--- config.mk ---
export PLATFORM = sky130hd
export DESIGN_NAME = alu_core
export DESIGN_NICKNAME = d
export VERILOG_FILES = /design/src/hw/alu_core.v
export VERILOG_INCLUDE_DIRS = /design/src /design/src/hw
export SDC_FILE = /design/constraint.sdc
export NUM_CORES = 1
export LEC_CHECK = 0
export BUFFER_PORTS_ARGS = -buffer_cell sky130_fd_sc_hd__clkbuf_2
export CAP_MARGIN = 20
export CORE_MARGIN = 2
export CORE_UTILIZATION = 55
export CTS_CLUSTER_DIAMETER = 60
export CTS_CLUSTER_SIZE = 10
export DETAILED_ROUTE_END_ITERATION = 6
export PLACE_DENSITY = 0.88
export SYNTH_ARGS = -nofsm -noshare
export SYNTH_HDL_FRONTEND = slang
export SYNTH_SLANG_ARGS = --single-unit
--- constraint.sdc ---
create_clock -name hclk -period 4.55 [get_ports hclk]
set_input_delay 0.6825 -clock hclk [delete_from_list [all_inputs] [get_ports hclk]]
set_output_delay 0.6825 -clock hclk [all_outputs]
set_load 0.005 [all_outputs]
--- src/hw/alu_defines.vh ---
// Constants of the 8-bit arithmetic, shift and logic unit
`ifndef ALU_DEFINES_VH
`define ALU_DEFINES_VH
// ----------------------------------------
// Register byte offsets
// ----------------------------------------
`define ALU_OFS_CMD 8'h00
`define ALU_OFS_WORK 8'h04
`define ALU_OFS_MEM 8'h08
`define ALU_OFS_IO 8'h0C
`define ALU_OFS_IMM 8'h10
`define ALU_OFS_MULOP 8'h14
`define ALU_OFS_PRODH 8'h18
`define ALU_OFS_FLAGS 8'h1C
`define ALU_OFS_STAT 8'h20
// ----------------------------------------
// Command word fields
// ----------------------------------------
`define ALU_OP_HI 4
`define ALU_OP_LO 0
`define ALU_SEL_HI 6
`define ALU_SEL_LO 5
`define ALU_DST_BIT 7
`define ALU_SEL_IMM 2'h0
`define ALU_SEL_MEM 2'h1
`define ALU_SEL_IO 2'h2
// ----------------------------------------
// Operation codes
// ----------------------------------------
`define ALU_OP_ADD 5'h00
`define ALU_OP_ADDC 5'h01
`define ALU_OP_ADDC1 5'h02
`define ALU_OP_NADD 5'h03
`define ALU_OP_SUB 5'h04
`define ALU_OP_SUBC 5'h05
`define ALU_OP_SUBC1 5'h06
`define ALU_OP_INC 5'h07
`define ALU_OP_DEC 5'h08
`define ALU_OP_CLR 5'h09
`define ALU_OP_MUL 5'h0A
`define ALU_OP_SR 5'h0B
`define ALU_OP_SRC 5'h0C
`define ALU_OP_SL 5'h0D
`define ALU_OP_SLC 5'h0E
`define ALU_OP_SWAP 5'h0F
`define ALU_OP_AND 5'h10
`define ALU_OP_OR 5'h11
`define ALU_OP_XOR 5'h12
`define ALU_OP_NOT 5'h13
`define ALU_OP_NEG 5'h14
`define ALU_OP_CMP 5'h15
// ----------------------------------------
// Flag bits, status bits, reset values and other constants
// ----------------------------------------
`define ALU_FZ 0
`define ALU_FC 1
`define ALU_FAC 2
`define ALU_FOV 3
`define ALU_ST_MEM 0
`define ALU_ST_IO 1
`define ALU_ST_WORK 2
`define ALU_RST_BYTE 8'h00
`define ALU_RST_FLAGS 4'h0
`define ALU_ALL_ONES 8'hFF
`define ALU_ONE 8'h01
`define ALU_TRANS_BIT 1
`endif

--- src/hw/alu_core.v ---
// AHB-Lite slave holding the 8-bit arithmetic, shift and logic datapath
//
// The AHB-Lite slave port and the placing of the registers were chosen for this implementation.
`timescale 1ns/1ps
`include "alu_defines.vh"
module alu_core (
  input wire hclk,
  input wire hresetn,
  input wire hsel,
  input wire [31:0] haddr,
  input wire [1:0] htrans,
  input wire hwrite,
  input wire [2:0] hsize,
  input wire [31:0] hwdata,
  input wire hready,
  output reg [31:0] hrdata,
  output reg hreadyout,
  output reg hresp
);

// ----------------------------------------
// Bus state
// ----------------------------------------
reg wr_pend_q;
reg rd_pend_q;
reg [7:0] addr_q;
wire accept;

// ----------------------------------------
// Datapath registers
// ----------------------------------------
reg [7:0] cmd_q;
reg [7:0] work_q;
reg [7:0] mem_q;
reg [7:0] io_q;
reg [7:0] imm_q;
reg [7:0] mulop_q;
reg [7:0] prodh_q;
reg [3:0] flags_q;
reg [2:0] stat_q;
reg [7:0] cnt_q;

// ----------------------------------------
// Execution signals
// ----------------------------------------
wire exec;
wire [4:0] op;
wire [1:0] sel;
wire dm;
wire [7:0] opnd;
wire [7:0] loc;
wire [7:0] tgt;
wire [15:0] prod;
reg [7:0] p;
reg [7:0] q;
reg cin;
reg arith;
reg subt;
reg [7:0] res;
reg wr_w;
reg wr_loc;
reg wr_m;
reg upd_z;
reg upd_c;
reg new_c;
reg do_mul;
wire [8:0] sum9;
wire [4:0] low5;
wire [7:0] sum8;
wire ovf;
reg [3:0] flags_n;
reg [31:0] rd_d;

// ----------------------------------------
// Bus address phase and read response
// ----------------------------------------
assign accept = hsel & htrans[`ALU_TRANS_BIT] & hready;

always @(posedge hclk or negedge hresetn)
begin
  if (!hresetn)
  begin
    wr_pend_q <= 1'b0;
    rd_pend_q <= 1'b0;
    addr_q <= `ALU_RST_BYTE;
    hreadyout <= 1'b1;
    hresp <= 1'b0;
    hrdata <= 32'h0000_0000;
  end
  else
  begin
    hresp <= 1'b0;
    if (rd_pend_q)
    begin
      rd_pend_q <= 1'b0;
      hreadyout <= 1'b1;
      hrdata <= rd_d;
    end
    else
    begin
      wr_pend_q <= accept & hwrite;
      rd_pend_q <= accept & ~hwrite;
      hreadyout <= ~(accept & ~hwrite);
      if (accept)
        addr_q <= haddr[7:0];
    end
  end
end

// ----------------------------------------
// Command decode
// ----------------------------------------
assign exec = wr_pend_q & (addr_q == `ALU_OFS_CMD);
assign op = hwdata[`ALU_OP_HI:`ALU_OP_LO];
assign sel = hwdata[`ALU_SEL_HI:`ALU_SEL_LO];
assign dm = hwdata[`ALU_DST_BIT];
assign opnd = dm ? loc : (sel == `ALU_SEL_IMM) ? imm_q : (sel == `ALU_SEL_IO) ? io_q : mem_q;
assign loc = (sel == `ALU_SEL_IO) ? io_q : mem_q;
assign tgt = dm ? loc : work_q;
assign prod = {8'h00, work_q} * {8'h00, mulop_q};

// ----------------------------------------
// Adder with nibble and sign carries
// ----------------------------------------
assign sum9 = {1'b0, p} + {1'b0, q} + {8'h00, cin};
assign low5 = {1'b0, p[3:0]} + {1'b0, q[3:0]} + {4'h0, cin};
assign sum8 = sum9[7:0];
assign ovf = (p[7] == q[7]) & (sum8[7] != p[7]);

// ----------------------------------------
// Operation select
// ----------------------------------------
always @*
begin
  p = work_q;
  q = opnd;
  cin = 1'b0;
  arith = 1'b0;
  subt = 1'b0;
  res = sum8;
  wr_w = 1'b0;
  wr_loc = 1'b0;
  wr_m = 1'b0;
  upd_z = 1'b0;
  upd_c = 1'b0;
  new_c = 1'b0;
  do_mul = 1'b0;
  case (op)
    `ALU_OP_ADD:
    begin
      arith = 1'b1;
      wr_w = ~dm;
      wr_loc = dm;
    end
    `ALU_OP_ADDC:
    begin
      cin = flags_q[`ALU_FC];
      arith = 1'b1;
      wr_w = ~dm;
      wr_loc = dm;
    end
    `ALU_OP_ADDC1:
    begin
      p = tgt;
      q = `ALU_RST_BYTE;
      cin = flags_q[`ALU_FC];
      arith = 1'b1;
      wr_w = ~dm;
      wr_loc = dm;
    end
    `ALU_OP_NADD:
    begin
      p = dm ? work_q : mem_q;
      q = dm ? ~mem_q : ~work_q;
      cin = 1'b1;
      arith = 1'b1;
      subt = 1'b1;
      wr_w = ~dm;
      wr_m = dm;
    end
    `ALU_OP_SUB, `ALU_OP_CMP:
    begin
      p = dm ? loc : work_q;
      q = dm ? ~work_q : ~opnd;
      cin = 1'b1;
      arith = 1'b1;
      subt = 1'b1;
      wr_w = ~dm & (op == `ALU_OP_SUB);
      wr_loc = dm & (op == `ALU_OP_SUB);
    end
    `ALU_OP_SUBC:
    begin
      p = dm ? loc : work_q;
      q = dm ? ~work_q : ~opnd;
      cin = ~flags_q[`ALU_FC];
      arith = 1'b1;
      subt = 1'b1;
      wr_w = ~dm;
      wr_loc = dm;
    end
    `ALU_OP_SUBC1:
    begin
      p = tgt;
      q = `ALU_ALL_ONES;
      cin = ~flags_q[`ALU_FC];
      arith = 1'b1;
      subt = 1'b1;
      wr_w = ~dm;
      wr_loc = dm;
    end
    `ALU_OP_INC, `ALU_OP_DEC:
    begin
      p = mem_q;
      q = (op == `ALU_OP_DEC) ? `ALU_ALL_ONES : `ALU_RST_BYTE;
      cin = (op == `ALU_OP_INC);
      arith = 1'b1;
      subt = (op == `ALU_OP_DEC);
      wr_m = 1'b1;
    end
    `ALU_OP_CLR:
    begin
      res = `ALU_RST_BYTE;
      wr_m = 1'b1;
    end
    `ALU_OP_MUL:
    begin
      res = prod[7:0];
      do_mul = 1'b1;
      wr_w = 1'b1;
    end
    `ALU_OP_SR, `ALU_OP_SRC:
    begin
      res = {(op == `ALU_OP_SRC) & flags_q[`ALU_FC], tgt[7:1]};
      new_c = tgt[0];
      upd_c = 1'b1;
      wr_w = ~dm;
      wr_loc = dm;
    end
    `ALU_OP_SL, `ALU_OP_SLC:
    begin
      res = {tgt[6:0], (op == `ALU_OP_SLC) & flags_q[`ALU_FC]};
      new_c = tgt[7];
      upd_c = 1'b1;
      wr_w = ~dm;
      wr_loc = dm;
    end
    `ALU_OP_SWAP:
    begin
      res = {tgt[3:0], tgt[7:4]};
      wr_w = ~dm;
      wr_loc = dm;
    end
    `ALU_OP_AND, `ALU_OP_OR, `ALU_OP_XOR:
    begin
      if (op == `ALU_OP_AND)
        res = work_q & opnd;
      else if (op == `ALU_OP_OR)
        res = work_q | opnd;
      else
        res = work_q ^ opnd;
      upd_z = ~(dm & (sel == `ALU_SEL_IO) & (op == `ALU_OP_XOR));
      wr_w = ~dm;
      wr_loc = dm;
    end
    `ALU_OP_NOT:
    begin
      res = ~tgt;
      upd_z = 1'b1;
      wr_w = ~dm;
      wr_loc = dm;
    end
    `ALU_OP_NEG:
    begin
      res = ~tgt + `ALU_ONE;
      upd_z = 1'b1;
      wr_w = ~dm;
      wr_loc = dm;
    end
    default: res = sum8;
  endcase
end

// ----------------------------------------
// Next flag value
// ----------------------------------------
always @*
begin
  flags_n = flags_q;
  if (arith)
  begin
    flags_n[`ALU_FZ] = (sum8 == `ALU_RST_BYTE);
    flags_n[`ALU_FC] = sum9[8] ^ subt;
    flags_n[`ALU_FAC] = low5[4] ^ subt;
    flags_n[`ALU_FOV] = ovf;
  end
  if (upd_z)
    flags_n[`ALU_FZ] = (res == `ALU_RST_BYTE);
  if (upd_c)
    flags_n[`ALU_FC] = new_c;
end

// ----------------------------------------
// Register writes and execution
// ----------------------------------------
always @(posedge hclk or negedge hresetn)
begin
  if (!hresetn)
  begin
    cmd_q <= `ALU_RST_BYTE;
    work_q <= `ALU_RST_BYTE;
    mem_q <= `ALU_RST_BYTE;
    io_q <= `ALU_RST_BYTE;
    imm_q <= `ALU_RST_BYTE;
    mulop_q <= `ALU_RST_BYTE;
    prodh_q <= `ALU_RST_BYTE;
    flags_q <= `ALU_RST_FLAGS;
    stat_q <= 3'h0;
    cnt_q <= `ALU_RST_BYTE;
  end
  else if (exec)
  begin
    cmd_q <= hwdata[7:0];
    cnt_q <= cnt_q + `ALU_ONE;
    flags_q <= flags_n;
    stat_q[`ALU_ST_WORK] <= wr_w;
    stat_q[`ALU_ST_MEM] <= wr_m | (wr_loc & (sel != `ALU_SEL_IO));
    stat_q[`ALU_ST_IO] <= wr_loc & (sel == `ALU_SEL_IO);
    if (wr_w)
      work_q <= res;
    if (wr_m | (wr_loc & (sel != `ALU_SEL_IO)))
      mem_q <= res;
    if (wr_loc & (sel == `ALU_SEL_IO))
      io_q <= res;
    if (do_mul)
      prodh_q <= prod[15:8];
  end
  else if (wr_pend_q)
  begin
    case (addr_q)
      `ALU_OFS_WORK: work_q <= hwdata[7:0];
      `ALU_OFS_MEM: mem_q <= hwdata[7:0];
      `ALU_OFS_IO: io_q <= hwdata[7:0];
      `ALU_OFS_IMM: imm_q <= hwdata[7:0];
      `ALU_OFS_MULOP: mulop_q <= hwdata[7:0];
      `ALU_OFS_PRODH: prodh_q <= hwdata[7:0];
      `ALU_OFS_FLAGS: flags_q <= hwdata[3:0];
      default: cnt_q <= cnt_q;
    endcase
  end
end

// ----------------------------------------
// Read data select
// ----------------------------------------
always @*
begin
  rd_d = 32'h0000_0000;
  case (addr_q)
    `ALU_OFS_CMD: rd_d[7:0] = cmd_q;
    `ALU_OFS_WORK: rd_d[7:0] = work_q;
    `ALU_OFS_MEM: rd_d[7:0] = mem_q;
    `ALU_OFS_IO: rd_d[7:0] = io_q;
    `ALU_OFS_IMM: rd_d[7:0] = imm_q;
    `ALU_OFS_MULOP: rd_d[7:0] = mulop_q;
    `ALU_OFS_PRODH: rd_d[7:0] = prodh_q;
    `ALU_OFS_FLAGS: rd_d[3:0] = flags_q;
    `ALU_OFS_STAT: rd_d[15:0] = {cnt_q, 5'h00, stat_q};
    default: rd_d = 32'h0000_0000;
  endcase
end

endmodule // alu_core

# Yosys cells after proc, flatten, opt, wreduce, memory -nomap -nowiden
# Cells that the tools add are included.
# op_classes
n_bitwise,31
muxes,50
reduce_logical,38
eq_ne,40
mul,1
add_sub_neg,6
# op_table
cell,count
2-to-1 mux 8 bit,27
one-hot mux 8 bit (8 select lines),1
== test 5 x 4 -> 1 bit (second input constant),8
one-hot mux 8 bit (5 select lines),1
one-hot mux 4 bit (9 select lines),1
== test 8 x 5 -> 1 bit (second input constant),4
NOT 8 bit,4
== test 5 bit (second input constant),6
one-hot mux 4 bit (7 select lines),1
AND reduction 3 bit,9
logical NOT 8 bit,3
one-hot mux 8 bit (3 select lines),1
== test 5 x 3 -> 1 bit (second input constant),4
adder 8 x 1 -> 8 bit (second input constant),2
== test 8 x 4 -> 1 bit (second input constant),2
multiplier 8 x 8 -> 16 bit,1
2-to-1 mux 4 bit,4
OR reduction 16 bit,1
OR reduction 15 bit,1
bitwise AND 1 bit,14
OR reduction 2 bit,7
nonzero test 2 bit,6
OR reduction 3 bit,4
== test 5 x 2 -> 1 bit (second input constant),2
other kinds (29),52
# word_totals
input_bits,74
regBits,98

# Longest topological paths before layout
# Gate-level depths: netlist (run 1).
# logic_depth
depth_word,14
depth_mapped,19
depth_no_buf,18

# Worst setup path after synthesis (run 1)
# Ideal clock, no wire load.
# synth_path
path_type,register to register
start,register work_q[0]
end,register prodh_q[7]
setup_ps,124
path_stages_with_launch,19
required_ps,4426
period_less_slack_ps,4700
path_slack_ps,-150
arrival_time_ps,4576
cell_sequence,dfrtp_1 > clkbuf_1 > nand2_1 > fa_1 > fa_1 > inv_1 > fa_1 > inv_1 > fa_1 > inv_1 > ha_1 > o21ai_0 > o21bai_1 > a21oi_1 > o21bai_1 > a221oi_1 > o21ai_0 > mux2i_1 > a211o_1
# synth_via
elab_chain_len,3
# synth_lines
item,line,source
start: declaration,alu_core.v:33,reg [7:0] work_q;
start signal: assignment,alu_core.v:310,work_q <= `ALU_RST_BYTE;
start signal: assignment,alu_core.v:329,work_q <= res;
start signal: assignment,alu_core.v:340,`ALU_OFS_WORK: work_q <= hwdata[7:0];
multiplier 8 x 8 -> 16 bit,alu_core.v:120,"assign prod = {8'h00, work_q} * {8'h00, mulop_q};"
2-to-1 mux 8 bit,alu_core.v:334,if (do_mul)
2-to-1 mux 8 bit,alu_core.v:320,else if (exec)
end signal: assignment,alu_core.v:315,prodh_q <= `ALU_RST_BYTE;
end signal: assignment,alu_core.v:335,prodh_q <= prod[15:8];
end signal: assignment,alu_core.v:345,`ALU_OFS_PRODH: prodh_q <= hwdata[7:0];
end: declaration,alu_core.v:38,reg [7:0] prodh_q;
# Every way passes these cells. The select of a mux whose other input is x is not followed.
# A chain may end at the register's enable or synchronous reset.

# Worst setup path in the final report (run 1)
# layout_path
start,register mulop_q[4]
end,register io_q[6]
# layout_via
elab_chain_len,4
# layout_lines
item,line,source
start: declaration,alu_core.v:37,reg [7:0] mulop_q;
start signal: assignment,alu_core.v:314,mulop_q <= `ALU_RST_BYTE;
start signal: assignment,alu_core.v:344,`ALU_OFS_MULOP: mulop_q <= hwdata[7:0];
multiplier 8 x 8 -> 16 bit,alu_core.v:120,
one-hot mux 8 bit (8 select lines),alu_core.v:148,case (op)
2-to-1 mux 8 bit,alu_core.v:332,if (wr_loc & (sel == `ALU_SEL_IO))
2-to-1 mux 8 bit,alu_core.v:320,
end signal: assignment,alu_core.v:312,io_q <= `ALU_RST_BYTE;
end signal: assignment,alu_core.v:333,io_q <= res;
end signal: assignment,alu_core.v:342,`ALU_OFS_IO: io_q <= hwdata[7:0];
end: declaration,alu_core.v:35,reg [7:0] io_q;
# Every way passes these cells. The select of a mux whose other input is x is not followed.

==> impl_metrics.ini, run 1 <==
[status]
status = complete, but fails checks
failed_checks = DRC

[logic_synthesis]
yosysSeqAreaShare_pct = 26.7
synthesis.area_per_instance_um2 = 8.32
netlist_area_before_placement_um2 = 9170
yosys.area_share.adder_pct = 16.6
postSynth.asyncResetShare_pct = 100
count_of_yosys_warnings_during_synthesis = 0
synth_simple_gate_area_share_pct = 19.8
synth_top_family_by_area = compound AO/OA/AOI/OAI gates
yosys_most_used_dff = dfrtp_1
netlist.area_leader.share_pct = 26.5
post_synth_mux_area_share_pct = 3.23
synth_compound_area_share_pct = 22.1
syn-instance-count = 1103
synth-xor-area-share_pct = 2.77
synth-edff-count = 0
postSynthRegisterBits = 98
netlist.top_cell.by_area = dfrtp_1
post_synth_main_area_contributors = dfrtp_1 26%, ha_1 8.3%, fa_1 8.3%
yosysUniqueCellTypes = 82

[global_route]
grt_busiest_layer = met2
first_global_vias = 8677
grt_first_pass_wirelength_um = 45500
grt_use_met2_pct = 52.6
grt_start_max_net_pins = 58
grt_antenna_before_repair = 1
use_met1_pct = 42.0
grt_util_met3_pct = 7.42
grtUsageTotal_pct = 32.5
globalRouteOverflowTotal = 0

[timing]
finalClockSkew_ns = 0.00858
hold_slack_ns = 0.377
finalCritPeriodShare_pct = 98.2
fmax_mhz = 224
setup-violations-final = 0
final.min_clock_period_ns = 4.47
number_of_hold_violations_in_the_final_report = 0
relSlewSlack_pct = 31.8
worst_pin_slew_ns = 1.02
setup_tns_ns = 0
worst_slack_ns = 0.0825
report.final.slew_viol_count = 0

[floorplan]
design.core.area_um2 = 16500
io_pins = 108
num_rows = 47
initial_core_util_pct = 55.7
die_h_um = 133
design.die.area_um2 = 17700
die_outline_width_um = 133

[cells_and_area]
count_of_non_filler_cells_in_the_finished_layout = 1419
design.final.nets = 1367
num_antenna_cells = 0
syn_to_final_growth_pct = 15.9
footprint_of_the_multi_input_gates_um2 = 6150
layout_fillers = 1283
layout.area.seq_um2 = 2460
layout-drive-gt1-share_pct = 20.1

[clocking]
tritoncts_clock_tree = yes
insertion_delay_of_the_later_clocked_pin_in_the_worst_skew_pair_ns = 0.35
cell_at_the_root_of_the_clock_tree = clkbuf_16
cts_htree_levels = 3
cts.path.max_buffers = 2
clk_pin_slew_ns = 0.08
cts_sinks = 98
cts_buffers = 9

[power_and_ir_drop]
combinationalPowerShare_pct = 46.7
seqPwrFrac_pct = 31.4
ir_worst_vdd_mv = 0.228
p_sw_mw = 1.43
cell_int_power_mw = 2.05
power.clock.fraction_pct = 21.9
power.total_mw = 3.49
switching_share_pct = 41.1
power_density_nw_per_um2 = 328
p_leak_nw = 4.90

[setup_path]
worstPathArrival_ns = 4.66
cp.required_ns = 4.75
critPathMaxStageDelay_ns = 0.54
crit_fanout = 5
critPathTopFamily = adder cells
setup.worst_path.end_class = register
crit_buf_inv = 5
sequence_of_cells_on_the_critical_path = buf_4, nand2_1, fa_1, inv_1, fa_1, ha_1, inv_1, fa_1, inv_1, ha_4, a21oi_4, xnor2_2, a221o_1, nor3_2, a32oi_2, a21boi_2, buf_4, o21ai_1
startpoint_type = register
critPathKind = register to register
slowest_stage = fa_1

[route]
post-route-drc-count = 5
route.detailed.wl_per_inst_um = 21.0
drt_pass1_iterations = 7
post_drt_via_cell_ratio = 6.49
vias = 9211
wire_length_reported_by_the_detailed_router_um = 29800
antenna_violating_nets_post_route = 0
detail_route.iter0.violations = 1435

[placed_design]
dp_hpwl_um = 22000
routabilityCongestion = 1.07
buffer_ports.inserted = 38
numPlacedInstances = 1389
preCtsSetupSlack_ns = -0.149

[hold_path]
worst_hold_path_type = primary input to asynchronous set/reset pin

[job]
maxCapViolations = 0
==> worst reg2reg max path: stages (launching register included) <==
cell	delay [ns]
dfrtp_2	0.41
buf_4	0.13
nand2_1	0.08
fa_1	0.44
inv_1	0.11
fa_1	0.42
ha_1	0.31
inv_1	0.07
fa_1	0.54
inv_1	0.07
ha_4	0.27
a21oi_4	0.18
xnor2_2	0.10
a221o_1	0.33
nor3_2	0.21
a32oi_2	0.17
a21boi_2	0.26
buf_4	0.17
o21ai_1	0.06
==> cells in the mapped netlist, types with 6 or more instances <==
library cell and n:
a21oi_1 42, a221o_1 6, a221oi_1 18, a222oi_1 9, a22oi_1 18, a31oi_1 9, a32oi_1 7, and2_1 28
and3_1 17, buf_1 6, buf_2 14, buf_4 21, clkbuf_1 40, dfrtp_1 97, fa_1 38, ha_1 61
inv_1 103, mux2_2 20, mux2i_1 6, nand2_1 150, nand2b_1 13, nand3_1 36, nand4_1 10, nand4b_1 8
nor2_1 49, nor2b_1 11, nor3_1 15, o211ai_1 8, o21a_1 8, o21ai_0 59, o21ai_1 38, o221ai_1 10
o22ai_1 14, xnor2_1 19, xor2_1 10
==> kinds of logic (layout without fill, tap and decap cells) <==
logic type / Yosys count / after routing
XOR/XNOR: 29 / 29
adder cells (fa/ha/maj): 99 / 99
flip-flops: 98 / 98
AND/OR/NAND/NOR: 367 / 367
AO/OA/AOI/OAI: 296 / 296
other: 1 / 17
buffers and inverters: 186 / 266
multiplexers: 27 / 27
==> worst paths after layout <==
path,startpoint,end,slack (ns),cells after the start
max,mulop_q[4],io_q[6],0.08,18
min,hresetn,hrdata[13],0.38,1
max reg2reg,mulop_q[4],io_q[6],0.08,18
min reg2reg,cnt_q[7],cnt_q[7],0.48,1
max in group asynchronous,hresetn,mulop_q[2],3.12,2
min in group hclk,cnt_q[7],cnt_q[7],0.48,1
==> cell type report <==
type / instances / share of cell area [%]
clock inverters: 7 / 0.742
flip-flops and latches: 98 / 23.2
clock buffers: 9 / 2.12
repair buffers: 145 / 9.82
multi-input cells: 835 / 57.8
inverters: 105 / 3.71
well taps: 220 / 2.59
==> per-stage QoR <==
stage	utilization [%]	instance area, um^2
final	64.5	10600
after global routing	64.5	10600
after CTS	63.0	10400
after detailed placement	60.8	10000
after global placement	60.8	10000
after floorplan	-	9250
==> power groups by stage <==
stage / Sequential (mW) / Combinational, mW / Clock [mW]
after floorplan: 1.05 / 0.979 / 0
after global placement: 1.09 / 1.38 / 0
after detailed placement: 1.10 / 1.43 / 0
after CTS: 1.08 / 1.46 / 0.762
after global routing: 1.10 / 1.78 / 0.793
final: 1.09 / 1.63 / 0.762
==> per-layer routing <==
layer / share of wire [%] / wire (um)
met2: 46 / 13600
met3: 11 / 3280
met4: 6.4 / 1910
met5: 0.034 / 10
met1: 37 / 11000
==> placed cells by master, fill, tap and decap left out, types with 17 or more instances in the layout <==
cell type	n
xnor2_1	17
and2_1	28
clkbuf_2	37
fa_1	35
nand3_1	36
o21ai_0	56
a22oi_1	18
a221oi_1	17
conb_1	17
a21oi_1	40
mux2_2	20
o21ai_1	39
inv_1	100
ha_1	55
nand2_1	144
dfrtp_1	89
and3_1	17
buf_4	101
nor2_1	49
==> flip-flops by register name (all words and copies together) (netlist names), 3 cells and up <==
| signal | flops |
|---|---|
| hrdata | 16 |
| addr_q | 8 |
| cmd_q | 8 |
| cnt_q | 8 |
| imm_q | 8 |
| io_q | 8 |
| mem_q | 8 |
| mulop_q | 8 |
| prodh_q | 8 |
| work_q | 8 |
| flags_q | 4 |
| stat_q | 3 |
==> timing repair <==
| action | 4_1_cts | 5_1_grt |
|---|---|---|
| pin swaps | 5 | 20 |
| resized for setup | 9 | 39 |
| endpoints found under the setup margin | 5 | 17 |
| gates cloned | 0 | 0 |
| endpoints found under the hold margin | 0 | 0 |
| hold buffers | 0 | 0 |
| buffers inserted | 2 | 12 |
Note: power is estimated with default switching activity, not from simulation.
==> run 2, diff against run 1 <==
CELL_PAD_IN_SITES_DETAIL_PLACEMENT = 0   (was default)
CELL_PAD_IN_SITES_GLOBAL_PLACEMENT = 1   (was default)
CORE_UTILIZATION = 41   (was 55)
PLACE_DENSITY = 0.87   (was 0.88)
REMOVE_ABC_BUFFERS = 1   (was default)
==> run 2 against run 1 <==
  * The run now ends clean
  * Critical endpoint is now prodh_q[5]
  * Sequential share of layout area grew 0.073 points
  * Highest routed layer unchanged
  * Clock skew is essentially flat
  * Register-to-register slack gained 0.08 ns
  * Global-route usage shrank 8.2 points
  * Wire length shrank 1.8%
==> impl_metrics.ini, run 2 (synthesis gave the netlist of run 1 again) <==
[setup_path]
startpoint_type = register
crit_fanout = 5
setup.worst_path.end_class = register
critPathKind = register to register
worstPathArrival_ns = 4.65
cp.required_ns = 4.81

[cells_and_area]
layout-drive-gt1-share_pct = 18.3
largest_register_ffs = 16
mostFrequentLayoutCells = 147 x nand2_1, 103 x inv_1, 93 x dfrtp_1
design.final.nets = 1357
layout.area.seq_um2 = 2460
syn_to_final_growth_pct = 15.3
final_core_util_pct = 48.3
final_common_cell = nand2_1
post-route-cell-area_um2 = 10600
largest_register = hrdata
footprint_of_the_multi_input_gates_um2 = 6120
layout_fillers = 2141

[global_route]
grt_use_met2_pct = 35.8
grt_busiest_layer = met2
use_met1_pct = 35.2
grt_antenna_before_repair = 2
grt_first_pass_wirelength_um = 45400
grt_util_met3_pct = 4.06
first_global_vias = 8129
grt_start_max_net_pins = 61
globalRouteOverflowTotal = 0
grtUsageTotal_pct = 24.3

[timing]
report.final.slew_viol_count = 0
setup_tns_ns = 0
setup-violations-final = 0
number_of_hold_violations_in_the_final_report = 0
final.min_clock_period_ns = 4.38
worst_pin_slew_ns = 1.06
grt_setup_unrepaired = yes
finalClockSkew_ns = 0.00829
hold_slack_ns = 0.408
finalCritPeriodShare_pct = 96.4
relSlewSlack_pct = 28.6
fmax_mhz = 228

[route]
drt_pass1_iterations = 6
route.detailed.wl_per_inst_um = 19.9
post-route-drc-count = 0
wire_length_reported_by_the_detailed_router_um = 29300
vias = 8658
antenna_violating_nets_post_route = 0
detail_route.iter0.violations = 866
post_drt_via_cell_ratio = 5.89

[clocking]
insertion_delay_of_the_later_clocked_pin_in_the_worst_skew_pair_ns = 0.34
cts_buffers = 9
tritoncts_clock_tree = yes
clk_pin_slew_ns = 0.07
cts.path.max_buffers = 2
cts_sinks = 98
cell_at_the_root_of_the_clock_tree = clkbuf_16
cts_htree_levels = 3

[placed_design]
routabilityCongestion = 0.958
place_area_um2 = 10100
buffer_ports.inserted = 38
dp_hpwl_um = 22400

[hold_path]
worst_hold_path_type = primary input to asynchronous set/reset pin

[status]
status = finished clean

[floorplan]
initial_core_util_pct = 41.9
design.die.area_um2 = 23600
io_pins = 108
die_h_um = 154
design.core.area_um2 = 21900
num_rows = 54
die_outline_width_um = 154

[power_and_ir_drop]
ir_worst_vdd_mv = 0.161
power_density_nw_per_um2 = 321
power.total_mw = 3.39
p_leak_nw = 4.85

[job]
maxCapViolations = 0
[run 2: cell types whose count changed in the layout (fill, tap and decap cells not counted), moves of 3 or more]
cell | before | now
inv_2 | 5 | 2
buf_4 | 101 | 91
dfrtp_2 | 8 | 4
dfrtp_1 | 89 | 93
inv_1 | 100 | 103
nand2_1 | 144 | 147
[run 2: layout make-up]
| cell class | instances | share of cell area, % |
|---|---|---|
| Timing Repair Buffer | 135 | 9.16 |
| Clock buffer | 11 | 2.20 |
| Inverter | 105 | 3.73 |
| Tap cell | 280 | 3.31 |
| Antenna cell | 1 | 0.0237 |
| Multi-Input combinational cell | 835 | 57.9 |
| Sequential cell | 98 | 23.3 |
| Clock inverter | 5 | 0.391 |
[run 2: routing by layer]
metal / part of all wire (%) / up-vias
met2: 43 / 398
met5: 0.034 / -
met4: 4.1 / 2
li1: - / 4034
met3: 8.7 / 77
met1: 44 / 4147
[run 2: metrics by stage]
stage                     std cells  setup slack [ns]
after global placement         1448            -0.229
after detailed placement       1448            -0.239
after floorplan                1038           -0.0285
after global routing           1469           -0.0284
final                          1470             0.165
after CTS                      1464            0.0217
[run 2: what timing repair did]
item	in CTS	in global routing
buffers inserted	0	4
gates resized for setup	11	29
pin swaps	5	16
endpoints found under the setup margin	7	13
hold buffers	0	0
cloned	0	0
[run 2: report_power, final]
group	total, mW	internal (mW)	switching [mW]
clock network	0.714	0.376	0.338
logic	1.59	0.686	0.905
registers	1.09	0.963	0.126
total	3.39	2.03	1.37
[run 2: path summary, 6_finish.rpt]
check	to	start	slack [ns]	cells past startpoint
min reg2reg	cnt_q[7]	cnt_q[7]	0.47	1
min in group hclk	cnt_q[7]	cnt_q[7]	0.47	1
max reg2reg	prodh_q[5]	work_q[1]	0.17	18
max	prodh_q[5]	work_q[1]	0.17	18
max in group asynchronous	cmd_q[7]	hresetn	3.11	2
min	mulop_q[2]	hresetn	0.41	1
[run 2: worst max-delay path: stages, from the launching register on]
cell and delay (ns):
dfrtp_2 0.44, nand2_2 0.07, fa_1 0.48, fa_1 0.53, inv_1 0.06, fa_1 0.53
inv_1 0.06, fa_1 0.54, inv_1 0.07, ha_4 0.24, o21ai_2 0.07, o21bai_2 0.11
a21oi_4 0.18, o21bai_2 0.11, a221oi_2 0.28, buf_4 0.16, xnor2_1 0.13, nand2_1 0.08
a31oi_1 0.16
==> run 3, diff against run 2 <==
CORE_UTILIZATION = 42   (was 41)
CTS_BUF_LIST = sky130_fd_sc_hd__clkbuf_8   (was default)
PLACE_DENSITY = 0.89   (was 0.87)
==> run 3 against run 2 <==
  * Sequential power about the same
  * Cell count increased by 0.75%
  * Wire length increased by 1.0%
  * Clock power decreased by 22%
  * Global-route usage increased by 1.4 points
==> impl_metrics.ini, run 3 (synthesis gave the netlist of run 1 again) <==
[status]
status = finished clean

[setup_path]
worstPathArrival_ns = 4.70
startpoint_type = register
endpoint_of_the_worst_register_to_register_path = prodh_q[5]
reg2reg_from = work_q[2]
crit_fanout = 3
critPathMaxStageDelay_ns = 0.51
critPathKind = register to register
setup.worst_path.end_class = register
critical_path.most_common_cell = fa_1
slowest_stage = fa_1
setup.reg_to_reg.worst_slack_ns = 0.14
cp.required_ns = 4.84
sequence_of_cells_on_the_critical_path = buf_4, nand2_2, fa_1, fa_1, inv_1, fa_1, inv_1, fa_1, inv_2, ha_4, o21ai_2, o21bai_2, a21oi_4, o21bai_2, a221oi_2, buf_4, xnor2_2, nand2_1, a31oi_1
worst_r2r_path_depth = 19

[cells_and_area]
largest_register = hrdata
syn_to_final_growth_pct = 15.7
layout.area.seq_um2 = 2460
mostFrequentLayoutCells = 145 x nand2_1, 104 x buf_4, 100 x inv_1
num_antenna_cells = 0
design.final.nets = 1369
final_common_cell = nand2_1
final_core_util_pct = 49.1
footprint_of_the_multi_input_gates_um2 = 6170
layout_fillers = 2087
layout-drive-gt1-share_pct = 20.1
largest_register_ffs = 16

[floorplan]
num_rows = 54
design.die.area_um2 = 23000
die_h_um = 152
die_outline_width_um = 152
design.core.area_um2 = 21600
io_pins = 108
initial_core_util_pct = 42.4

[route]
post-route-drc-count = 0
route.detailed.wl_per_inst_um = 20.0
detail_route.iter0.violations = 929
drt_pass1_iterations = 6
met2RoutedLength_um = 13700
drt-met1-wl_um = 12300
post_drt_via_cell_ratio = 5.89
total_length_of_routed_met3_wires_um = 2590
top_layer_used = met5
vias = 8729
antenna_violating_nets_post_route = 0
wire_length_reported_by_the_detailed_router_um = 29600

[global_route]
globalRouteOverflowTotal = 0
grt_start_max_net_pins = 67
grt_first_pass_wirelength_um = 45300
first_global_vias = 8034
grtUsageTotal_pct = 25.7
grt_antenna_before_repair = 1

[timing]
report.final.slew_viol_count = 0
relSlewSlack_pct = 27.5
fmax_mhz = 227
setup-violations-final = 0
finalCritPeriodShare_pct = 97.0
final.min_clock_period_ns = 4.41
worst_pin_slew_ns = 1.08
number_of_hold_violations_in_the_final_report = 0
finalClockSkew_ns = 0.0191

[placed_design]
dp_hpwl_um = 22500
routabilityCongestion = 1.00
buffer_ports.inserted = 38

[power_and_ir_drop]
p_sw_mw = 1.38
p_leak_nw = 4.87
combinationalPowerShare_pct = 50.7
ir_worst_vdd_mv = 0.153
cell_int_power_mw = 1.95
seqPwrFrac_pct = 32.6
power.clock.fraction_pct = 16.7
switching_share_pct = 41.4
power.total_mw = 3.33
power_density_nw_per_um2 = 314

[clocking]
cts_htree_levels = 3
tritoncts_clock_tree = yes
cts_buffers = 9
cts.path.max_buffers = 2
cts_sinks = 98
clk_pin_slew_ns = 0.10
cts_hold_repair.buffers = 0
cell_at_the_root_of_the_clock_tree = clkbuf_8
insertion_delay_of_the_later_clocked_pin_in_the_worst_skew_pair_ns = 0.38

[hold_path]
worst_hold_path_type = primary input to asynchronous set/reset pin

[job]
maxCapViolations = 0
==> run 3: stage by stage <==
stage          instance area [um^2]  hold WS [ns]  cells  setup TNS, ns  setup slack [ns]
2_1_floorplan                  8830         0.387   1038        -0.0285           -0.0285
3_3_place_gp                  10100         0.458   1453         -0.288            -0.181
3_5_place_dp                  10100         0.458   1453         -0.740            -0.271
4_1_cts                       10300         0.426   1469              0           0.00847
5_1_grt                       10600         0.467   1481       -0.00906          -0.00516
6_report                      10600         0.396   1481              0             0.137
==> run 3: repair_timing <==
| item | in CTS | in global routing |
|---|---|---|
| buffers inserted | 0 | 11 |
| resized for setup | 14 | 39 |
| pin swaps | 4 | 36 |
| hold endpoints to repair | 0 | 0 |
| setup endpoints to repair | 9 | 16 |
==> run 3: power by group through the flow <==
stage,Combinational (mW),Clock [mW],Sequential (mW)
3_5_place_dp,1.51,0,1.10
3_3_place_gp,1.48,0,1.09
6_report,1.69,0.557,1.08
2_1_floorplan,0.907,0,1.07
5_1_grt,1.86,0.587,1.10
4_1_cts,1.55,0.557,1.08
==> run 3: worst max path at each step <==
stage	slack, ns	cells after the start	endpoint	startpoint
2_1_floorplan	-0.03	17	prodh_q[7]	work_q[0]
3_3_place_gp	-0.18	17	prodh_q[7]	work_q[2]
3_5_place_dp	-0.27	17	prodh_q[7]	work_q[2]
4_1_cts	0.008	17	io_q[7]	work_q[1]
5_1_grt	-0.005	18	mem_q[6]	work_q[3]
6_report	0.14	19	prodh_q[5]	work_q[2]
==> run 3: cell type report <==
class,count,area share (%)
clock buffer,9,1.17
clock inverter,7,0.613
inverter,105,3.71
multi-input combinational,835,58.1
sequential,98,23.2
tap,280,3.30
timing repair buffer,147,9.91
==> run 3: per-layer routing <==
layer	vias to the layer above	global-route usage, %
met1	4183	35.4
met3	66	4.94
li1	4050	-
met2	428	40.0
met4	2	9.54
met5	-	0
==> run 3: critical path: cells and delay by family (launching register included) <==
| kind | cells | cell delay [ns] |
|---|---|---|
| compound gates | 6 | 0.98 |
| xor+xnor | 1 | 0.10 |
| fa+ha+maj | 5 | 2.23 |
| simple gates | 2 | 0.12 |
| flops | 1 | 0.42 |
| buf+inv | 5 | 0.46 |
